## src/logic/window_decode_pkg.sv

```systemverilog
// shared constants and carriers for the configuration window base decoders
// assumes a single 250 mhz host bridge clock and synchronous active-low reset
package window_decode_pkg;
    // configuration space offsets (byte addresses of the low dword)
    localparam logic [7:0] INGRESS_BASE_OFS = 8'h68;
    localparam logic [7:0] TRUSTED_BASE_OFS = 8'h80;
    localparam logic [7:0] RC_CTRL_OFS = 8'h54;
    localparam logic [7:0] ENH_CFG_BASE_OFS = 8'h60;

    // field positions
    localparam int RC_GLOBAL_EN_BIT = 29;
    localparam int INGRESS_EN_BIT = 0;
    localparam int INGRESS_LO = 12;
    localparam int ADDR_HI = 35;
    localparam int TRUSTED_LO = 28;
    localparam int MASK128_BIT = 27;
    localparam int MASK64_BIT = 26;
    localparam int LEN_LO = 1;
    localparam int BUS_LO = 20;
    localparam int DEV_LO = 15;
    localparam int FUNC_LO = 12;

    // values after reset
    localparam logic [63:0] INGRESS_RESET = 64'h0000_0000_0000_0000;
    localparam logic [63:0] TRUSTED_RESET = 64'h0000_0000_e000_0000;

    // window length encodings
    typedef enum logic [1:0]
    {
        LEN_256MB = 2'b00,
        LEN_128MB = 2'b01,
        LEN_64MB = 2'b10,
        LEN_RSVD = 2'b11
    } win_len_type;

    // configuration write carrier
    typedef struct packed
    {
        logic valid;
        logic [7:0] offset;
        logic [31:0] data;
        logic [3:0] byte_en;
    } cfg_write_type;

    // memory transaction carrier
    typedef struct packed
    {
        logic valid;
        logic [35:0] addr;
    } mem_req_type;

    // decode result carrier
    typedef struct packed
    {
        logic ingress_hit;
        logic trusted_hit;
        logic [7:0] bus;
        logic [4:0] dev;
        logic [2:0] func;
        logic [11:0] reg_ofs;
    } decode_type;
endpackage

```

## src/logic/trusted_decode.sv

```systemverilog
// trusted window address decoder: match and bus/device/function split
// assumes base comes from a register in the parent and length from its enh_cfg_len_in input
module trusted_decode
    import window_decode_pkg::*;
(
    // window setup
    input wire logic [9:0] base_in,
    input wire window_decode_pkg::win_len_type len_in,
    // address
    input wire logic [35:0] addr_in,
    // result
    output logic hit_out,
    output logic [7:0] bus_out,
    output logic [4:0] dev_out,
    output logic [2:0] func_out
);
    logic [9:0] cmp_mask;

    // only bits above the window size compare: 35:28, 35:27 or 35:26
    always_comb
    begin
        unique case (len_in)
            LEN_256MB: cmp_mask = 10'h3fc;
            LEN_128MB: cmp_mask = 10'h3fe;
            LEN_64MB: cmp_mask = 10'h3ff;
            default: cmp_mask = 10'h000;
        endcase
    end

    // reserved length never matches, so the trusted window claims nothing
    assign hit_out = (len_in != LEN_RSVD) &&
        (((addr_in[35:26] ^ base_in) & cmp_mask) == 10'h000);

    // bus at 1 mb, device at 32 kb, function at 4 kb granularity
    always_comb
    begin
        bus_out = addr_in[27:20];
        if (len_in == LEN_128MB)
        begin
            bus_out = {1'b0, addr_in[26:20]};
        end
        else if (len_in == LEN_64MB)
        begin
            bus_out = {2'b00, addr_in[25:20]};
        end
    end
    assign dev_out = addr_in[19:15];
    assign func_out = addr_in[14:12];
endmodule

```

## src/logic/config_window_base_decoders.sv

```systemverilog
// two 64-bit window base registers and their memory decoders
// assumes config writes and memory requests are synchronous to ref_clk_in
//
// Notes on behaviour
// - ingress window resets disabled; decodes only when global enable bit 29 is set
// - ingress enable bit 0 gates all claims of the ingress window
// - ingress base holds address bits 35:12 and compares them against the request
// - ingress hits route only to the root complex register set
// - ingress window must not alias any other decoded memory range; not checked here, an overlap with the trusted window is claimed by ingress
// - lock mode makes every writable bit of both registers read-only
// - trusted base field sits at bits 35:28 and resets to 0e
// - trusted window size follows the enhanced window length field
// - trusted decoder compares only bits above the window size
// - offset splits into bus, device and function fields
// - each 4 kb function slot is one contiguous configuration space
// - trusted hits become configuration accesses, never memory
// - length 00 is 256 mb, 01 128 mb, 10 64 mb, 11 reserved
// - bits 27 and 26 are base bits or read-zero mask bits by length
module config_window_base_decoders
    import window_decode_pkg::*;
(
    // clock and reset
    input wire logic ref_clk_in,
    input wire logic rst_b_in,
    // configuration write port
    input wire window_decode_pkg::cfg_write_type cfg_wr_in,
    // configuration read port
    input wire logic [7:0] cfg_rd_offset_in,
    output logic [31:0] cfg_rd_data_out,
    // shared state from elsewhere in the host bridge
    input wire logic lock_mode_in,
    input wire logic rc_global_enable_in,
    input wire window_decode_pkg::win_len_type enh_cfg_len_in,
    // memory request and decode result
    input wire window_decode_pkg::mem_req_type mem_req_in,
    output window_decode_pkg::decode_type decode_out,
    output logic claimed_out
);
    import window_decode_pkg::*;

    ////////////////////////////////////////////////////////////////////////
    logic [23:0] ingress_base_r;
    logic ingress_en_r;
    logic [27:0] ingress_upper_r;
    logic [9:0] trusted_base_r;
    logic [27:0] trusted_upper_r;
    logic [31:0] rd_data_nxt;
    logic t_hit;
    logic i_hit;
    logic [7:0] t_bus;
    logic [4:0] t_dev;
    logic [2:0] t_func;
    logic [9:0] trusted_view;

    // byte-lane merge of a write into a 32-bit value
    function automatic logic [31:0] merge(input logic [31:0] old_v, input logic [31:0] new_v,
        input logic [3:0] be);
        logic [31:0] r;
        r = old_v;
        for (int i = 0; i < 4; i++)
        begin
            if (be[i])
            begin
                r[i*8 +: 8] = new_v[i*8 +: 8];
            end
        end
        return r;
    endfunction

    // mask bits that the length turns into read-zero address mask
    function automatic logic [9:0] len_mask(input win_len_type len);
        logic [9:0] m;
        // 256 mb and reserved: bits 27 and 26 both read zero
        m = 10'h3fc;
        if (len == LEN_128MB)
        begin
            m = 10'h3fe;
        end
        else if (len == LEN_64MB)
        begin
            m = 10'h3ff;
        end
        return m;
    endfunction

    logic wr_ok;
    logic [31:0] ing_lo_cur;
    logic [31:0] ing_lo_new;
    logic [31:0] tr_lo_cur;
    logic [31:0] tr_lo_new;
    logic [31:0] tr_lo_raw;
    logic [31:0] ing_hi_new;
    logic [31:0] tr_hi_new;

    ////////////////////////////////////////////////////////////////////////
    // lock mode swallows writes so stored values never move
    assign wr_ok = cfg_wr_in.valid && !lock_mode_in;
    assign ing_lo_cur = {ingress_base_r[19:0], 11'h000, ingress_en_r};
    assign ing_lo_new = merge(ing_lo_cur, cfg_wr_in.data, cfg_wr_in.byte_en);
    assign ing_hi_new = merge({ingress_upper_r, ingress_base_r[23:20]}, cfg_wr_in.data,
        cfg_wr_in.byte_en);
    assign tr_lo_cur = {trusted_view[5:0], 26'h0};
    // merge against stored bits so a partial write keeps hidden mask bits
    assign tr_lo_raw = {trusted_base_r[5:0], 26'h0};
    assign tr_lo_new = merge(tr_lo_raw, cfg_wr_in.data, cfg_wr_in.byte_en);
    assign tr_hi_new = merge({trusted_upper_r, trusted_base_r[9:6]}, cfg_wr_in.data,
        cfg_wr_in.byte_en);

    ////////////////////////////////////////////////////////////////////////
    // ingress window register, reset disabled
    always_ff @(posedge ref_clk_in)
    begin
        if (!rst_b_in)
        begin
            ingress_base_r <= INGRESS_RESET[35:12];
            ingress_en_r <= INGRESS_RESET[0];
            ingress_upper_r <= INGRESS_RESET[63:36];
        end
        else if (wr_ok && cfg_wr_in.offset == INGRESS_BASE_OFS)
        begin
            // bits 11:1 are reserved and never stored
            ingress_base_r[19:0] <= ing_lo_new[31:12];
            ingress_en_r <= ing_lo_new[INGRESS_EN_BIT];
        end
        else if (wr_ok && cfg_wr_in.offset == INGRESS_BASE_OFS + 8'h04)
        begin
            ingress_base_r[23:20] <= ing_hi_new[3:0];
            ingress_upper_r <= ing_hi_new[31:4]; // plain storage, no decode
        end
    end

    // trusted window register, base resets to 0e in bits 35:28
    always_ff @(posedge ref_clk_in)
    begin
        if (!rst_b_in)
        begin
            trusted_base_r <= TRUSTED_RESET[ADDR_HI:MASK64_BIT];
            trusted_upper_r <= TRUSTED_RESET[63:36];
        end
        else if (wr_ok && cfg_wr_in.offset == TRUSTED_BASE_OFS)
        begin
            // bits 27:26 kept while masked, so a later length change sees them
            trusted_base_r[5:0] <= tr_lo_new[31:26];
        end
        else if (wr_ok && cfg_wr_in.offset == TRUSTED_BASE_OFS + 8'h04)
        begin
            trusted_base_r[9:6] <= tr_hi_new[3:0];
            // bits 63:36 are plain storage but locked as well
            trusted_upper_r <= tr_hi_new[31:4];
        end
    end

    // mask bits read zero by current length; stored bit kept underneath
    assign trusted_view = trusted_base_r & len_mask(enh_cfg_len_in);

    ////////////////////////////////////////////////////////////////////////
    // register read mux; unmapped offsets read zero
    always_comb
    begin
        rd_data_nxt = 32'h0000_0000;
        unique case (cfg_rd_offset_in)
            INGRESS_BASE_OFS: rd_data_nxt = ing_lo_cur;
            INGRESS_BASE_OFS + 8'h04: rd_data_nxt = {ingress_upper_r, ingress_base_r[23:20]};
            TRUSTED_BASE_OFS: rd_data_nxt = tr_lo_cur;
            TRUSTED_BASE_OFS + 8'h04: rd_data_nxt = {trusted_upper_r, trusted_base_r[9:6]};
            default: rd_data_nxt = 32'h0000_0000;
        endcase
    end

    // read data registered, one cycle after the offset is presented
    always_ff @(posedge ref_clk_in)
    begin
        if (!rst_b_in)
        begin
            cfg_rd_data_out <= 32'h0000_0000;
        end
        else
        begin
            cfg_rd_data_out <= rd_data_nxt;
        end
    end

    ////////////////////////////////////////////////////////////////////////
    // trusted decoder sized by the enhanced window length
    // masked view in, so hidden mask bits never join the match
    trusted_decode u_trusted_decode
    (
        .base_in(trusted_view),
        .len_in(enh_cfg_len_in),
        .addr_in(mem_req_in.addr),
        .hit_out(t_hit),
        .bus_out(t_bus),
        .dev_out(t_dev),
        .func_out(t_func)
    );

    // ingress hit needs global and local enables and a 35:12 match
    assign i_hit = mem_req_in.valid && rc_global_enable_in && ingress_en_r &&
        (mem_req_in.addr[35:12] == ingress_base_r);

    // registered decode result; ingress wins if software overlaps them
    always_ff @(posedge ref_clk_in)
    begin
        if (!rst_b_in)
        begin
            decode_out <= '0;
        end
        else
        begin
            // fields load every cycle; only the hit bits qualify them
            decode_out.ingress_hit <= i_hit; // routes to register set only
            decode_out.trusted_hit <= mem_req_in.valid && t_hit && !i_hit;
            decode_out.bus <= t_bus;
            decode_out.dev <= t_dev;
            decode_out.func <= t_func;
            decode_out.reg_ofs <= mem_req_in.addr[11:0]; // one 4 kb slot
        end
    end

    // unclaimed requests fall through to normal memory routing
    assign claimed_out = decode_out.ingress_hit || decode_out.trusted_hit;
endmodule

```

## config.mk

```make
export PLATFORM = sky130hd
export DESIGN_NAME = config_window_base_decoders
export DESIGN_NICKNAME = d
export VERILOG_FILES = /design/src/logic/window_decode_pkg.sv /design/src/logic/trusted_decode.sv /design/src/logic/config_window_base_decoders.sv
export SDC_FILE = /design/constraint.sdc
export NUM_CORES = 1
export LEC_CHECK = 0
export ABC_CLOCK_PERIOD_IN_PS = 5200
export BUFFER_PORTS_ARGS = -buffer_cell sky130_fd_sc_hd__buf_2
export CORE_ASPECT_RATIO = 0.75
export CORE_MARGIN = 2
export CORE_UTILIZATION = 50
export CTS_BUF_LIST = sky130_fd_sc_hd__clkbuf_4 sky130_fd_sc_hd__clkbuf_8
export CTS_CLUSTER_DIAMETER = 100
export DETAILED_ROUTE_END_ITERATION = 16
export PLACE_DENSITY = 0.77
export SLEW_MARGIN = 20
export SYNTH_ARGS = -nofsm -noshare
export SYNTH_HDL_FRONTEND = slang
export SYNTH_SLANG_ARGS = --single-unit
export TNS_END_PERCENT = 100
```

## constraint.sdc

```tcl
create_clock -name ref_clk_in -period 5.2 [get_ports ref_clk_in]
set_clock_uncertainty 0.15 [all_clocks]
set_input_delay 0.52 -clock ref_clk_in [delete_from_list [all_inputs] [get_ports ref_clk_in]]
set_output_delay 0.52 -clock ref_clk_in [all_outputs]
set_load 0.01 [all_outputs]
```

==> results.sh <==
export IMPL_dieArea_sq_mm=0.0124
export IMPL_critical_path_reg2reg_startpoint="ingress_base_r[4]"
export IMPL_netlist_top_cells_area="dfxtp_1 53%, nand3_1 7.1%, o21ai_0 6.7%, xnor2_1 3.8%, mux2i_1 3.3%"
export IMPL_synthToLayoutAreaGrowth_pct=22.1
export IMPL_final_cells=895
export IMPL_regToRegEndpoint="decode_out[28]"
export IMPL_io_buffers=158
export IMPL_synth_edf_count=0
export IMPL_placement_rows=33
export IMPL_worst_slew_margin_rel_pct=24.9
export IMPL_area_of_the_mapped_netlist_sq_mm=0.00578
export IMPL_mappedNetlistNets=707
export IMPL_overall_power_consumption_uw=2360
export IMPL_clk_pin_slew_worst_paths_ns=0.08
export IMPL_sum_of_overflow_across_all_layers_after_global_routing=0
export IMPL_synth_seq_area_share_pct=53.0
export IMPL_initial_utilization_pct=52.0
export IMPL_postCtsResizedCells=0
export IMPL_antenna_left=0
export IMPL_top_level_i_o_count=159
export IMPL_drv_slew=0
export IMPL_cellPowerDensity_mw_per_mm2=334
export IMPL_outcome="complete, no violations"
export IMPL_post_synth_top_area_cell="dfxtp_1"
export IMPL_htree_levels=4
export IMPL_cp_num_buf_inv=1
export IMPL_holdCritPathClass="in2reg"
export IMPL_number_of_detailed_route_iterations_in_the_first_pass=5
export IMPL_max_slew_worst_pin_slew_ns=1.13
export IMPL_synthDistinctLibCells=40
export IMPL_finalWeightedCongestion=0.810
export IMPL_setup_violations_final=0
export IMPL_number_of_failing_hold_endpoints_at_the_final_stage=0
export IMPL_wire_per_inst_um=17.2
export IMPL_num_vias=5008
export IMPL_setup_tns_ns=0
export IMPL_hold_ws_ns=0.127
export IMPL_grt_pass1_wl_um=23900
export IMPL_core_region_area_sq_mm=0.0111
export IMPL_power_static_leakage_uw=0.00293
export IMPL_antenna_found_initial=1
export IMPL_via_count_of_the_first_global_routing_pass=4752
export IMPL_global_route_usage_total_pct=24.8
export IMPL_clock_latency_on_the_worst_skew_pair_ns=0.44
export IMPL_cap_viol_max_count=0
export IMPL_post_synth_top_count_cell="dfxtp_1"
export IMPL_num_nets_final=845
export IMPL_series_of_cell_instances_along_the_critical_path="buf_2 -> nor3_1 -> and2_1 -> nor2b_1 -> a222oi_1 -> nor2_1"
export IMPL_ff2ff_setup_slack_ns=3.11
export IMPL_buffer_depth_of_the_longest_clock_path=2
export IMPL_hpwlAfterDp_um=10700
export IMPL_critical_path_class="in2reg"
export IMPL_cts_root_buf="clkbuf_8"
export IMPL_yosys_warnings=0
export IMPL_crit_path_start_kind="input pin"
export IMPL_cts_made_buffers=17
export IMPL_grt_start_max_net_pins=87
export IMPL_synthesis_instances=606
export IMPL_ys_ff_latch=153
export IMPL_place_inst=865
export IMPL_final_layout_size_suffix_gt1_share_pct=26.4
export IMPL_critical_path_max_stage_delay_ns=0.84
export IMPL_timing_limited_maximum_frequency_ghz=0.394
export IMPL_vdd_ir_drop_max_uv=220
export IMPL_cp_required_ns=5.43
export IMPL_post_synth_most_frequent_cells="153 x dfxtp_1, 82 x nand3_1, 77 x o21ai_0"
export IMPL_vias_per_instance=5.60
export IMPL_critPathCaptureType="flip-flop"
export IMPL_cp_max_stage_cell="nor2b_1"
export IMPL_setup_worst_path_start="cfg_rd_offset_in[4]"
export IMPL_die_height_um=97.1
export IMPL_synth_async_sr_flop_share_pct=0
export IMPL_worst_path_depth=6
export IMPL_routed_wirelength_um=15400
export IMPL_timing_critical_path_arrival_ns=2.76
export IMPL_postCtsSetupRepairBufs=0
export IMPL_min_period_ns=2.54
export IMPL_initialDrtViolationCount=486
export IMPL_grt_setup_unrepaired="false"
export IMPL_timing_critical_path_to="cfg_rd_data_out[18]"
export IMPL_postSynthAreaPerCell_sq_um=9.53
export IMPL_r2r_worst_path_cells=5
export IMPL_die_width_um=128
export IMPL_holdBufCountCts=0
export IMPL_cts_sinks=153
export IMPL_yosysTopAreaCellShare_pct=53.0
export IMPL_final_min_period_over_clock_period_pct=48.8
export IMPL_remaining_drc_errors=0
export IMPL_kind_of_cell_with_the_highest_combined_delay_on_the_critical_path="simple AND/OR/NAND/NOR gates"
export IMPL_cts_tree="built"
export IMPL_cp_max_fo=11
export IMPL_postSynth_topFlopCell="dfxtp_1"
==> flip-flops by register name, indices dropped and copies added, names as in the netlist <==
name	count
decode_out	30
trusted_base_r	10
cfg_rd_data_out	32
ingress_base_r	24
ingress_en_r	1
ingress_upper_r	28
trusted_upper_r	28
==> stage by stage <==
stage               utilization, %  setup WS [ns]  instance area [sq um]
global route                  63.5           2.49                   7050
global placement              59.3           2.35                   6590
detailed placement            59.3           2.32                   6590
CTS                           63.5           2.80                   7050
floorplan                        -           3.28                   5780
finish                        63.5           2.66                   7050
==> power breakdown <==
part           switching (uW)  internal (uW)
clock                     415            621
sequential               2.62           1180
combinational            77.2           58.2
total                     495           1860
==> cells in the final DEF, fill, tap and decap left out, types with 2 or more instances in the layout <==
| cell | synthesis | layout |
|---|---|---|
| a21oi_1 | 4 | 4 |
| a222oi_1 | 13 | 13 |
| a22o_1 | 2 | 2 |
| a22oi_1 | 16 | 16 |
| and2_1 | 29 | 29 |
| and3_1 | 6 | 5 |
| and4b_1 | 2 | 2 |
| buf_2 | 10 | 157 |
| buf_4 | 2 | 3 |
| bufinv_16 | 0 | 5 |
| clkbuf_8 | 0 | 21 |
| clkinvlp_4 | 0 | 2 |
| dfxtp_1 | 153 | 153 |
| ha_1 | 5 | 5 |
| inv_1 | 4 | 4 |
| mux2_2 | 4 | 4 |
| mux2i_1 | 19 | 19 |
| nand2_1 | 37 | 37 |
| nand3_1 | 82 | 82 |
| nand4_1 | 10 | 10 |
| nand4b_1 | 5 | 5 |
| nor2_1 | 29 | 29 |
| nor2b_1 | 13 | 13 |
| nor3b_1 | 2 | 2 |
| nor4_1 | 4 | 4 |
| o21ai_0 | 77 | 77 |
| o22ai_1 | 3 | 3 |
| xnor2_1 | 25 | 25 |
| xor2_1 | 9 | 9 |
==> logic make-up (layout without fill, tap and decap cells) <==
group | after synthesis | after routing | share of synthesized area, %
mux | 23 | 23 | 4.07
fa+ha+maj | 5 | 5 | 1.08
simple gates | 227 | 227 | 20.8
flops | 153 | 153 | 53.0
xor+xnor | 34 | 34 | 5.16
compound gates | 119 | 119 | 12.6
buf+inv | 45 | 193 | 3.27
other cells | 0 | 1 | 0
==> worst min-delay path by stage <==
stage	start	endpoint	slack (ns)	depth (start not counted)
final	mem_req_in[0]	decode_out[0]	0.13	2
after global routing	mem_req_in[2]	decode_out[2]	0.11	2
after CTS	mem_req_in[5]	decode_out[5]	0.11	2
after detailed placement	ingress_upper_r[22]	cfg_rd_data_out[26]	0.30	2
after global placement	ingress_upper_r[22]	cfg_rd_data_out[26]	0.29	2
after floorplan	ingress_upper_r[22]	cfg_rd_data_out[26]	0.28	2
==> layer usage <==
layer | wire (um) | GRT usage (%) | vias to the layer above | part of all wire (%)
met4 | 245 | 8.20 | 0 | 1.6
met5 | 0 | 0 | - | 0
met2 | 7070 | 38.3 | 188 | 46
li1 | - | - | 2432 | -
met1 | 7020 | 34.0 | 2365 | 46
met3 | 1020 | 6.39 | 23 | 6.6
==> area by class of cell <==
| cell class | count | area (sq um) |
|---|---|---|
| Fill cell | 927 | 4060 |
| Sequential cell | 153 | 3060 |
| Multi-Input combinational cell | 408 | 2520 |
| Timing Repair Buffer | 160 | 808 |
| Clock buffer | 22 | 297 |
| Tap cell | 140 | 175 |
| Clock inverter | 7 | 165 |
| Inverter | 4 | 15.0 |
| Antenna cell | 1 | 2.50 |
No activity file was read; power rests on OpenSTA's default activity.
